--- config.mk ---
export PLATFORM = sky130hd
export DESIGN_NAME = tcf_timer
export DESIGN_NICKNAME = d
export VERILOG_FILES = /design/src/rtl/tcf_pkg.sv /design/src/rtl/tcf_timer.sv /design/src/rtl/tcf_filter.sv
export VERILOG_INCLUDE_DIRS = /design/src /design/src/rtl
export SDC_FILE = /design/constraint.sdc
export NUM_CORES = 1
export LEC_CHECK = 0
export ABC_AREA = 1
export BUFFER_PORTS_ARGS = -buffer_cell sky130_fd_sc_hd__buf_2
export CAP_MARGIN = 10
export CORE_MARGIN = 10
export CORE_UTILIZATION = 45
export CTS_CLUSTER_SIZE = 10
export DETAILED_ROUTE_END_ITERATION = 7
export MAX_ROUTING_LAYER = met4
export PLACE_DENSITY = 0.73
export SYNTH_ARGS = -nofsm -noshare
export SYNTH_HDL_FRONTEND = slang
export SYNTH_SLANG_ARGS = --single-unit
export TNS_END_PERCENT = 1
--- constraint.sdc ---
create_clock -name i_mclk -period 2.1 [get_ports i_mclk]
set_input_delay 0.315 -clock i_mclk [delete_from_list [all_inputs] [get_ports i_mclk]]
set_output_delay 0.315 -clock i_mclk [all_outputs]
set_load 0.01 [all_outputs]
--- src/rtl/tcf_regs.svh ---
// Purpose: Register offsets, field positions, reset values and timing counts
// Assumes: APB with 32-bit data, one register per aligned word
// Notes: Included by the package users; definitions only
`ifndef TCF_REGS_SVH
`define TCF_REGS_SVH
// Byte offsets
`define TCF_OFF_CAPTURE 12'h000
`define TCF_OFF_ENABLE 12'h004
`define TCF_OFF_FLAGS 12'h008
`define TCF_OFF_CONTROL 12'h00c
`define TCF_OFF_COUNTER 12'h010
`define TCF_OFF_CMP_A 12'h014
`define TCF_OFF_CMP_B 12'h018
`define TCF_OFF_TEMP 12'h01c
// Flag / enable bit positions
`define TCF_BIT_CAPT 5
`define TCF_BIT_CMPB 2
`define TCF_BIT_CMPA 1
`define TCF_BIT_OVF 0
`define TCF_IRQ_USED 8'h27
// Control field positions
`define TCF_CTL_WGM_LSB 0
`define TCF_CTL_EDGE 4
`define TCF_CTL_FILT 5
`define TCF_CTL_ACSRC 6
`define TCF_CTL_RUN 7
`define TCF_CTL_FOCA 8
`define TCF_CTL_FOCB 9
// Reset values
`define TCF_RST_16 16'h0000
`define TCF_RST_8 8'h00
// Noise filter: successive equal samples required
`define TCF_FILT_SAMPLES 4
`define TCF_FILT_CNT_W 2
`define TCF_MAX 16'hffff
`define TCF_BOTTOM 16'h0000
`endif

--- src/rtl/tcf_pkg.sv ---
// Purpose: Types for the timer capture and interrupt flag block
// Assumes: Constants live in tcf_regs.svh
// Notes: One-hot direction state and packed state records
package tcf_pkg;
   typedef enum logic [1:0] {
      TCF_UP = 2'b01,
      TCF_DOWN = 2'b10
   } tcf_dir_t;

   typedef struct packed {
      logic [2:0] sync;
      logic [1:0] cnt;
      logic filt;
   } tcf_filt_st_t;

   typedef struct packed {
      logic capt;
      logic cmp_b;
      logic cmp_a;
      logic ovf;
   } tcf_irq_t;

   typedef struct packed {
      logic [15:0] capture_value;
      logic [15:0] counter_value;
      logic [15:0] compare_a_value;
      logic [15:0] compare_b_value;
      logic [7:0] temp;
      logic [7:0] irq_en;
      logic [7:0] irq_flags;
      logic [3:0] waveform_mode_field;
      logic edge_sel;
      logic filt_en;
      logic ac_src;
      logic run;
      tcf_dir_t dir;
      logic match_a_q;
      logic match_b_q;
      logic blk;
      logic cap_prev;
      logic [31:0] prdata;
      logic pslverr;
      logic resp_due;
   } tcf_state_t;
endpackage

--- src/rtl/tcf_timer.sv ---
// Purpose: 16-bit timer capture register, compare/overflow flags, irq gating
// Assumes: APB slave, one timer tick per enabled clock while running
// Notes: 16-bit registers use a shared high-byte latch like the CPU bus
//
// The address map and register access over APB were chosen for this implementation.
`timescale 1ns/1ps
`include "tcf_regs.svh"
// Functional notes
// - Capture event copies counter value into capture register
// - Low-byte read latches high byte; both bytes from same instant
// - Capture register may be TOP in modes 8, 10, 12, 14
// - Bits 7, 6, 4, 3 of enable and flag registers read zero
// - Irq requested only when enable, global enable and flag set
// - Capture flag on capture, or on reaching TOP when capture is TOP
// - Flags clear on vector execution or write of one
// - Compare flags set one timer cycle after a match
// - Force-compare strobes never set compare flags
// - Overflow flag at overflow in normal and clear-on-match modes
// - Overflow at MAX, BOTTOM or TOP according to waveform mode
// - Capture pin disconnected when capture register is TOP
// - Edge select zero falling, one rising
// - Noise filter needs four equal samples
module tcf_timer (
   // Clock and reset
   input wire logic i_mclk,
   input wire logic i_rst_n,
   input wire logic i_ce,
   // APB
   input wire logic i_psel,
   input wire logic i_penable,
   input wire logic i_pwrite,
   input wire logic [11:0] i_paddr,
   input wire logic [31:0] i_pwdata,
   output logic [31:0] o_prdata,
   output logic o_pready,
   output logic o_pslverr,
   // Capture sources and CPU interrupt side
   input wire logic i_capture_input_pin,
   input wire logic i_ac_out,
   input wire logic i_global_irq_en,
   input wire tcf_pkg::tcf_irq_t i_vector_ack,
   output tcf_pkg::tcf_irq_t o_irq_req,
   output logic o_irq
);
   import tcf_pkg::*;
   tcf_state_t s_q;
   tcf_state_t s_d;
   logic filt_level;
   logic ac_level;
   logic cap_src;
   logic cap_edge;
   logic icr_top;
   logic [15:0] top;
   logic tick;
   logic at_top;
   logic at_bot;
   logic ovf_ev;
   logic capt_ev;
   logic wr;
   logic rd;
   logic [7:0] w1c;
   logic [7:0] hw_set;
   logic [7:0] ack;
   logic [7:0] pend;
   logic phase_mode;
   logic fast_mode;

   tcf_filter u_filter (
      .i_mclk(i_mclk),
      .i_rst_n(i_rst_n),
      .i_ce(i_ce),
      .i_filt_en(s_q.filt_en),
      .i_pin(i_capture_input_pin),
      .o_level(filt_level)
   );

   // Comparator output is treated as asynchronous: same synchroniser, filter off
   tcf_filter u_ac_filter (
      .i_mclk(i_mclk),
      .i_rst_n(i_rst_n),
      .i_ce(i_ce),
      .i_filt_en(1'b0),
      .i_pin(i_ac_out),
      .o_level(ac_level)
   );

   always_comb begin
      icr_top = 1'b0;
      top = `TCF_MAX;
      phase_mode = 1'b0;
      fast_mode = 1'b0;
      case (s_q.waveform_mode_field)
         4'h0: top = `TCF_MAX;
         4'h1: begin
            top = 16'h00ff;
            phase_mode = 1'b1;
         end
         4'h2: begin
            top = 16'h01ff;
            phase_mode = 1'b1;
         end
         4'h3: begin
            top = 16'h03ff;
            phase_mode = 1'b1;
         end
         4'h4: top = s_q.compare_a_value;
         4'h5: begin
            top = 16'h00ff;
            fast_mode = 1'b1;
         end
         4'h6: begin
            top = 16'h01ff;
            fast_mode = 1'b1;
         end
         4'h7: begin
            top = 16'h03ff;
            fast_mode = 1'b1;
         end
         4'h8: begin
            top = s_q.capture_value;
            icr_top = 1'b1;
            phase_mode = 1'b1;
         end
         4'h9: begin
            top = s_q.compare_a_value;
            phase_mode = 1'b1;
         end
         4'ha: begin
            top = s_q.capture_value;
            icr_top = 1'b1;
            phase_mode = 1'b1;
         end
         4'hb: begin
            top = s_q.compare_a_value;
            phase_mode = 1'b1;
         end
         4'hc: begin
            top = s_q.capture_value;
            icr_top = 1'b1;
         end
         4'he: begin
            top = s_q.capture_value;
            icr_top = 1'b1;
            fast_mode = 1'b1;
         end
         4'hf: begin
            top = s_q.compare_a_value;
            fast_mode = 1'b1;
         end
         // Reserved mode behaves as a free-running counter
         default: top = `TCF_MAX;
      endcase
   end

   assign cap_src = s_q.ac_src ? ac_level : filt_level;
   // Rising when select is one, falling when zero
   assign cap_edge = (cap_src != s_q.cap_prev) && (cap_src == s_q.edge_sel);
   assign tick = s_q.run;
   assign at_top = (s_q.counter_value == top);
   assign at_bot = (s_q.counter_value == `TCF_BOTTOM);
   assign capt_ev = icr_top ? (tick && at_top) : cap_edge;
   always_comb begin
      if (phase_mode) begin
         ovf_ev = tick && at_bot && (s_q.dir == TCF_DOWN);
      end else if (fast_mode) begin
         ovf_ev = tick && at_top;
      end else begin
         ovf_ev = tick && (s_q.counter_value == `TCF_MAX);
      end
   end

   // Register effects happen on the first access edge; pready follows one cycle later
   assign wr = i_psel && i_penable && !s_q.resp_due && i_pwrite;
   assign rd = i_psel && i_penable && !s_q.resp_due && !i_pwrite;
   assign w1c = (wr && i_paddr == `TCF_OFF_FLAGS) ? i_pwdata[7:0] : `TCF_RST_8;
   assign ack = {2'b00, i_vector_ack.capt, 2'b00, i_vector_ack.cmp_b, i_vector_ack.cmp_a,
                 i_vector_ack.ovf};
   // Force strobes take no part here; only latched real matches set compare flags
   assign hw_set = {2'b00, capt_ev, 2'b00, s_q.match_b_q, s_q.match_a_q, ovf_ev};

   always_comb begin
      s_d = s_q;
      s_d.pslverr = 1'b0;
      s_d.resp_due = i_psel && i_penable && !s_q.resp_due;
      s_d.cap_prev = cap_src;
      // Flags: clear by vector or write-one, then hardware set wins
      s_d.irq_flags = ((s_q.irq_flags & ~w1c & ~ack) | hw_set) & `TCF_IRQ_USED;
      if (capt_ev && !icr_top) begin
         s_d.capture_value = s_q.counter_value;
      end
      // Compare flag lands one timer cycle after the match
      s_d.match_a_q = tick && !s_q.blk && (s_q.counter_value == s_q.compare_a_value);
      s_d.match_b_q = tick && !s_q.blk && (s_q.counter_value == s_q.compare_b_value);
      s_d.blk = 1'b0;
      if (tick) begin
         if (phase_mode) begin
            if (s_q.dir == TCF_UP) begin
               if (at_top) begin
                  s_d.dir = TCF_DOWN;
                  s_d.counter_value = s_q.counter_value - 16'd1;
               end else begin
                  s_d.counter_value = s_q.counter_value + 16'd1;
               end
            end else if (at_bot) begin
               s_d.dir = TCF_UP;
               s_d.counter_value = s_q.counter_value + 16'd1;
            end else begin
               s_d.counter_value = s_q.counter_value - 16'd1;
            end
         end else if (at_top) begin
            s_d.counter_value = `TCF_BOTTOM;
         end else begin
            s_d.counter_value = s_q.counter_value + 16'd1;
         end
      end
      if (rd) begin
         s_d.prdata = '0;
         case (i_paddr)
            `TCF_OFF_CAPTURE: begin
               s_d.prdata = {24'h0, s_q.capture_value[7:0]};
               s_d.temp = s_q.capture_value[15:8];
            end
            `TCF_OFF_COUNTER: begin
               s_d.prdata = {24'h0, s_q.counter_value[7:0]};
               s_d.temp = s_q.counter_value[15:8];
            end
            `TCF_OFF_CMP_A: s_d.prdata = {24'h0, s_q.compare_a_value[7:0]};
            `TCF_OFF_CMP_B: s_d.prdata = {24'h0, s_q.compare_b_value[7:0]};
            `TCF_OFF_TEMP: s_d.prdata = {24'h0, s_q.temp};
            `TCF_OFF_ENABLE: s_d.prdata = {24'h0, s_q.irq_en & `TCF_IRQ_USED};
            `TCF_OFF_FLAGS: s_d.prdata = {24'h0, s_q.irq_flags & `TCF_IRQ_USED};
            `TCF_OFF_CONTROL: s_d.prdata = {24'h0, s_q.run, s_q.ac_src, s_q.filt_en,
                                            s_q.edge_sel, s_q.waveform_mode_field};
            default: s_d.pslverr = 1'b1;
         endcase
      end
      if (wr) begin
         case (i_paddr)
            `TCF_OFF_CAPTURE: s_d.capture_value = {s_q.temp, i_pwdata[7:0]};
            `TCF_OFF_COUNTER: begin
               s_d.counter_value = {s_q.temp, i_pwdata[7:0]};
               s_d.blk = 1'b1;
               s_d.match_a_q = 1'b0;
               s_d.match_b_q = 1'b0;
            end
            `TCF_OFF_CMP_A: s_d.compare_a_value = {s_q.temp, i_pwdata[7:0]};
            `TCF_OFF_CMP_B: s_d.compare_b_value = {s_q.temp, i_pwdata[7:0]};
            `TCF_OFF_TEMP: s_d.temp = i_pwdata[7:0];
            `TCF_OFF_ENABLE: s_d.irq_en = i_pwdata[7:0] & `TCF_IRQ_USED;
            `TCF_OFF_FLAGS: s_d.irq_flags = s_d.irq_flags;
            `TCF_OFF_CONTROL: begin
               s_d.waveform_mode_field = i_pwdata[`TCF_CTL_WGM_LSB +: 4];
               s_d.edge_sel = i_pwdata[`TCF_CTL_EDGE];
               s_d.filt_en = i_pwdata[`TCF_CTL_FILT];
               s_d.ac_src = i_pwdata[`TCF_CTL_ACSRC];
               s_d.run = i_pwdata[`TCF_CTL_RUN];
               // Force strobes are write-only and touch no flag
            end
            default: s_d.pslverr = 1'b1;
         endcase
      end
   end

   always_ff @(posedge i_mclk or negedge i_rst_n) begin
      if (!i_rst_n) begin
         s_q <= '0;
         s_q.dir <= TCF_UP;
      end else if (i_ce) begin
         s_q <= s_d;
      end
   end

   assign pend = s_q.irq_flags & s_q.irq_en;
   assign o_irq_req.capt = i_global_irq_en && pend[`TCF_BIT_CAPT];
   assign o_irq_req.cmp_b = i_global_irq_en && pend[`TCF_BIT_CMPB];
   assign o_irq_req.cmp_a = i_global_irq_en && pend[`TCF_BIT_CMPA];
   assign o_irq_req.ovf = i_global_irq_en && pend[`TCF_BIT_OVF];
   assign o_irq = |o_irq_req;
   assign o_prdata = s_q.prdata;
   assign o_pslverr = s_q.pslverr;
   // One wait state: answer registered at the access edge
   assign o_pready = i_psel && i_penable && s_q.resp_due && i_ce;
endmodule // tcf_timer

--- src/rtl/tcf_filter.sv ---
// Purpose: Capture input synchroniser with optional noise filter
// Assumes: Pin is asynchronous to i_mclk
// Notes: Three flops; with the filter off a change is accepted when the last two agree, with it on after three agreeing cycles
`timescale 1ns/1ps
`include "tcf_regs.svh"
module tcf_filter (
   // Clock and reset
   input wire logic i_mclk,
   input wire logic i_rst_n,
   input wire logic i_ce,
   // Control
   input wire logic i_filt_en,
   // Pin
   input wire logic i_pin,
   // Filtered level
   output logic o_level
);
   import tcf_pkg::*;
   tcf_filt_st_t st_q;
   tcf_filt_st_t st_d;

   always_comb begin
      st_d = st_q;
      st_d.sync = {st_q.sync[1:0], i_pin};
      // Only sync[1] and sync[2] are compared; sync[0] feeds sync[1] alone
      if (st_q.sync[2] != st_q.sync[1]) begin
         st_d.cnt = '0;
      end else if (st_q.sync[2] == st_q.filt) begin
         st_d.cnt = '0;
      end else if (!i_filt_en) begin
         st_d.filt = st_q.sync[2];
         st_d.cnt = '0;
      end else if (st_q.cnt == `TCF_FILT_CNT_W'(`TCF_FILT_SAMPLES - 2)) begin
         st_d.filt = st_q.sync[2];
         st_d.cnt = '0;
      end else begin
         st_d.cnt = st_q.cnt + 2'd1;
      end
   end

   always_ff @(posedge i_mclk or negedge i_rst_n) begin
      if (!i_rst_n) begin
         st_q <= '0;
      end else if (i_ce) begin
         st_q <= st_d;
      end
   end

   assign o_level = st_q.filt;
endmodule // tcf_filter

After elaboration in Yosys (flattened, before gate mapping):

Index checks and enable logic that the tools add are counted.

* word-level logic and storage cells: 159
* input port bits: 57
* flip-flop bits (word level): 116
* output and inout bits: 39

* equality and inequality tests: 36
* reductions and logical operators: 44
* muxes and demuxes: 41
* bitwise logic cells: 10
* $add $sub $neg: 3

Operators with widths (number)
* $mux W16: 11
* $mux W96: 1
* $pmux W16 S5: 1
* $pmux W8 S8: 1
* $eq A12 B5 Y1 const B: 4
* $eq A16 B16 Y1: 3
* $eq A4 B4 Y1 const B: 7
* $eq A12 B4 Y1 const B: 2
* $mux W8: 3
* $logic_and A1 B1 Y1: 20
* $and A6 B6 Y6: 3
* $add A16 B1 Y16 const B: 1
* $eq A16 B16 Y1 const B: 1
* $eq A4 B3 Y1 const B: 4
* $logic_not A16 Y1: 1
* $pmux W8 S2: 1
* $sub A16 B1 Y16 const B: 1
* $reduce_and A3 Y1: 5
* $eq A12 B3 Y1 const B: 1
* $logic_not A12 Y1: 1
* $mux W1: 12
* $mux W2: 6
* $mux W6: 2
* $not A6 Y6: 2
* other kinds (22): 40

Longest topological paths before layout:

* word-level depth: 10
* gate-level depth with buffers: 21
* depth with buffers taken out: 20

Modules after synthesis:

A second synthesis with hierarchy kept.

* cells, all modules: 1172
* area, all modules: 8127.8 sq um

By module, submodules not included
* tcf_timer: cells an instance 1094, seq. area each 2603.7 sq um, instances 1, area an instance 7532.2 sq um
* tcf_filter: cells an instance 39, seq. area each 150.1 sq um, instances 2, area an instance 297.8 sq um

Least setup slack after synthesis:

Ideal clock, no wire load.

* kind: flip-flop to flip-flop
* start point: reg s_q[104] (netlist name)
* end point: reg s_q[106] (netlist name)
* stages on the path, launching flop included: 17
* data arrival time: 2.208 ns
* path slack: -0.224 ns
* period minus slack after synthesis: 2.324 ns
* path buffers: 1
* setup time: 0.116 ns
* data required time: 1.984 ns
* cell sequence: dfrtp_1 inv_1 clkbuf_1 ha_1 nand3_1 nor3_1 nand2_1 nor4_1 inv_1 o21ai_0 nor2_1 nor2_1 nand2_1 nand2_1 nand2_1 nand2_1 nand2_1

* longest elaborated chain between the ends: 7
* elaborated cells on any way between the ends: 12
* classes of those cells: add/sub (2); eq/ne (1); mux (8); reduce/logical (1)

RTL lines
* start, declared: line tcf_timer.sv:46 `tcf_state_t s_q;`
* $sub A16 B1 Y16 (tied with other cells): line tcf_timer.sv:200, tcf_timer.sv:208
* $mux W16, on equally long branches: line tcf_timer.sv:204, tcf_timer.sv:198
* $mux W16: line tcf_timer.sv:197 `if (s_q.dir == TCF_UP) begin`
* $mux W16 (*): line tcf_timer.sv:196 `if (phase_mode) begin`
* $mux W16 (*): line tcf_timer.sv:195 `if (tick) begin`
* $mux W16: line tcf_timer.sv:238 `case (i_paddr)`
* $mux W96 (*): line tcf_timer.sv:237 `if (wr) begin`

Every way passes the cells marked *; elsewhere a longest branch is shown, timed or not.
A chain may end at the register's enable or synchronous reset.

Worst setup path after layout:

* start point: reg s_q[45] (netlist name)
* end point: reg s_q[116] (netlist name)

* longest elaborated chain between the ends: 10
* elaborated cells on any way between the ends: 30
* classes of those cells: eq/ne (15); mux (9); reduce/logical (6)

RTL lines
* $eq A4 B4 Y1 (tied with other cells): line tcf_timer.sv:92 `case (s_q.waveform_mode_field)`
* $reduce_or A4 Y1 (no source line) / $reduce_or A2 Y1 (equally long branches)
* $pmux W16 S5: line tcf_timer.sv:92
* $eq A16 B16 Y1: line tcf_timer.sv:159 `assign at_top = (s_q.counter_value == top);`
* $mux W16: line tcf_timer.sv:198 `if (at_top) begin`
* $mux W16: line tcf_timer.sv:197
* $mux W16 (*): line tcf_timer.sv:196
* $mux W16 (*): line tcf_timer.sv:195
* $mux W16: line tcf_timer.sv:238
* $mux W96 (*): line tcf_timer.sv:237

Marked as above.

==> reports/qor.txt <==
================================================================================
Run status                                                          finished with violations
Violated checks                                                     setup timing
Setup-violating endpoint count in the final report                            21
Clock buffer depth                                                             2
Min Tclk post-route                                                      2.44 ns
Boundary pin count                                                            96
Reg clk slew, reported paths                                             0.06 ns
Half-perimeter wire length of the detailed placement result             22800 µm
Hold/Removal Path Class                                                in -> reg
Ratio of routed vias to standard cells                                      5.75
Critical path required time                                              2.41 ns
Total die area                                                         24000 µm²
Hold Violations, Final                                                         0
LEAKAGE                                                                  4.95 nW
Synthesis-to-layout area growth                                            26.4%
Vias                                                                        9109
Buffer cell driving the clock tree root                                clkbuf_16
Clock Latency Late Sink                                                  0.43 ns
Final weighted congestion of routability-driven global placement            1.02
Proportion of synthesized chip area in sequential cells                    0.348
Tcrit/Tclk final                                                            1.16
Cell count after synthesis                                                  1188
Violation count after the first detailed-routing iteration                   831
Total of buffers placed on input and output ports                             47
Mapped Avg Cell Area                                                    6.91 µm²
Number of warnings printed during yosys synthesis                              0
Layout filler cell count                                                    1682
FF/Latch Area                                                           2860 µm²
Most common cell after layout, fill and taps aside                       nand2_1
Routed Wire Length                                                      30700 µm
Hold Path Depth                                                                3
Via count of the first global-routing pass                                  8780
Distinct cell type count of the synthesized netlist                           48
Post-Syn Area                                                           8210 µm²
Maximum vdd drop                                                          606 µV
Number of CTS-inserted buffers                                                17
Clock net sink count                                                         114
Antenna fix cells                                                              0
Synthesis-stage register bit count                                           114
Slew Limit Fails                                                               0
First-pass GRT wire length                                              48100 µm
Max capacitance violation total                                                0
Vertical die dimension                                                    155 µm
Wirelength per Cell                                                      19.4 µm
Total core area                                                        18000 µm²
Top flip-flop cell by instance count after synthesis                     dfrtp_1
Combined global-route utilization of all metal layers                      0.259
Normalized max-slew margin                                                 0.574
Proportion of layout cells with a drive suffix above 1                     0.222
Post-layout net count                                                       1401
Number of antenna violations at the first check in global routing              0
Number of nets still failing antenna checks after routing                      0
Power density over the cells                                          743 nW/µm²
Clock tree from TritonCTS                                                   done
Multi-input combinational cell area                                     4530 µm²
Post-synth ARST share                                                       1.00
Highest achievable clock rate                                            409 MHz
Final total negative setup slack                                        -5.32 ns
Startpoint type of the worst setup path                                flip-flop
Overall overflow remaining after global route                                  0
Post-route cell area                                                   10400 µm²
Standard-cell row count                                                       49
Maximum fanout count along the critical path                                   8
Overall power after layout                                               7.71 mW
Worst slew pin tran                                                     0.638 ns
RSZ-0062 raised after global routing                                        true
Number of flops mapped to enable cells by yosys                                0
R2r worst-path depth                                                          21
Worst setup skew after layout                                         0.00864 ns
Critical path capture point type                                       flip-flop
Cell area after placement                                               9540 µm²
Pre-Repair DR Iteration Count                                                  5
Number of DRC violations after detailed routing                                0
Starting density of the core                                               0.457
CTS H-Tree Depth                                                               4
Setup WS post-layout                                                   -0.344 ns
Pin count of the biggest net entering global routing                          54
Worst Path Arrival                                                       2.76 ns
Die extent in x                                                           155 µm
WS Path Type                                                          reg -> reg
Most frequent cells in the layout                                   249 x nand2_1, 159 x o21ai_0, 143 x buf_4, 133 x inv_1, 110 x dfrtp_1
================================================================================
-- area by class of cell --
class,count,share of cell area
Clock buffer,21,0.0453
Clock inverter,11,0.0123
Inverter,145,0.0529
Multi-Input combinational cell,861,0.436
Sequential cell,114,0.275
Tap cell,229,0.0276
Timing Repair Buffer,203,0.150
-- through the flow --
step	setup slack, ns	cells	hold slack [ns]	utilization
6_report	-0.344	1584	0.0982	0.578
5_1_grt	-0.483	1584	0.106	0.578
4_1_cts	-0.263	1581	0.0996	0.572
3_5_place_dp	-0.322	1544	0.306	0.531
3_3_place_gp	-0.236	1544	0.304	0.531
2_1_floorplan	-0.0131	1211	0.0194	-
-- metal layers --
layer | vias up | part of all wire | global-route usage
li1 | 4271 | - | -
met1 | 4293 | 0.40 | 0.316
met2 | 466 | 0.47 | 0.403
met3 | 79 | 0.093 | 0.0637
met4 | 0 | 0.037 | 0.107
met5 | - | 0 | -
-- sequential cells by signal (all words and copies together) (netlist names) --
register,count
s_q,92
o_prdata,8
u_filter.st_q,3
hw_set,2
u_ac_filter.st_d,2
u_filter.st_d,2
o_pslverr,1
tick,1
u_ac_filter.o_level,1
u_ac_filter.st_q,1
u_filter.o_level,1
-- kinds of logic (layout without fill, tap and decap cells) --
logic type	count (synthesis)	in the layout	synth area share
simple gates	496	496	0.274
compound gates	303	303	0.207
buf+inv	236	380	0.130
fa+ha+maj	2	2	0.00305
other cells	1	24	0.000457
xor+xnor	36	36	0.0384
flops	114	114	0.348
-- where the power goes --
part           internal, mW  switching (mW)
clock network          1.84            1.11
logic                 0.842            1.27
registers              2.41           0.228
total                  5.10            2.61
-- repair_timing --
| item | CTS | global route |
|---|---|---|
| setup endpoints to repair | 21 | 22 |
| endpoints found under the hold margin | 26 | 0 |
| gates resized for setup | 29 | 17 |
| setup buffers | 3 | 2 |
| hold buffers | 1 | 0 |
| gates cloned | 1 | 1 |
| pin swaps | 11 | 18 |
-- cell usage after synthesis, types with 5 or more instances --
cell type	instances	area, µm²
nand2_2	8	50.1
nand4_1	41	257
buf_6	5	56.3
dfrtp_1	113	2830
o21ai_0	159	796
clkinv_1	7	26.3
buf_4	36	270
xor2_1	29	254
o21ai_1	5	25.0
clkbuf_1	44	165
nor4_1	9	56.3
nor2_1	65	244
inv_1	133	499
o211ai_1	11	82.6
xnor2_1	7	61.3
o22ai_1	55	344
a21oi_1	48	240
nand3_1	68	340
nand2_1	267	1000
nor3_1	18	90.1
nand3b_1	5	37.5
-- path summary, 6_finish.rpt --
kind | start | slack (ns) | to
max reg2reg | s_q[45] | -0.34 | s_q[116]
min | i_ac_out | 0.1 | u_ac_filter.st_d[4]
max in group asynchronous | i_rst_n | 1.06 | s_q[101]
max | s_q[45] | -0.34 | s_q[116]
min reg2reg | u_filter.st_q[2] | 0.47 | u_filter.st_q[1]
min in group asynchronous | i_rst_n | 0.38 | s_q[58]
-- critical path: stages, from the launching register on --
cell       delay [ns]
dfrtp_1          0.40
inv_2            0.11
nand2_2          0.06
nand2_2          0.11
nand3_2          0.10
nand2_4          0.14
clkbuf_16        0.17
nand3_1          0.07
nand2_1          0.07
nand2_1          0.07
nor2_1           0.12
nand2_2          0.10
nor2_8           0.21
nand2_4          0.11
nand2_2          0.08
nand2_1          0.05
nand2_1          0.05
nand2_1          0.06
nand2_2          0.08
nand2_1          0.06
nand2_1          0.06
nand2_1          0.05
Note: power is estimated with default switching activity, not from simulation.
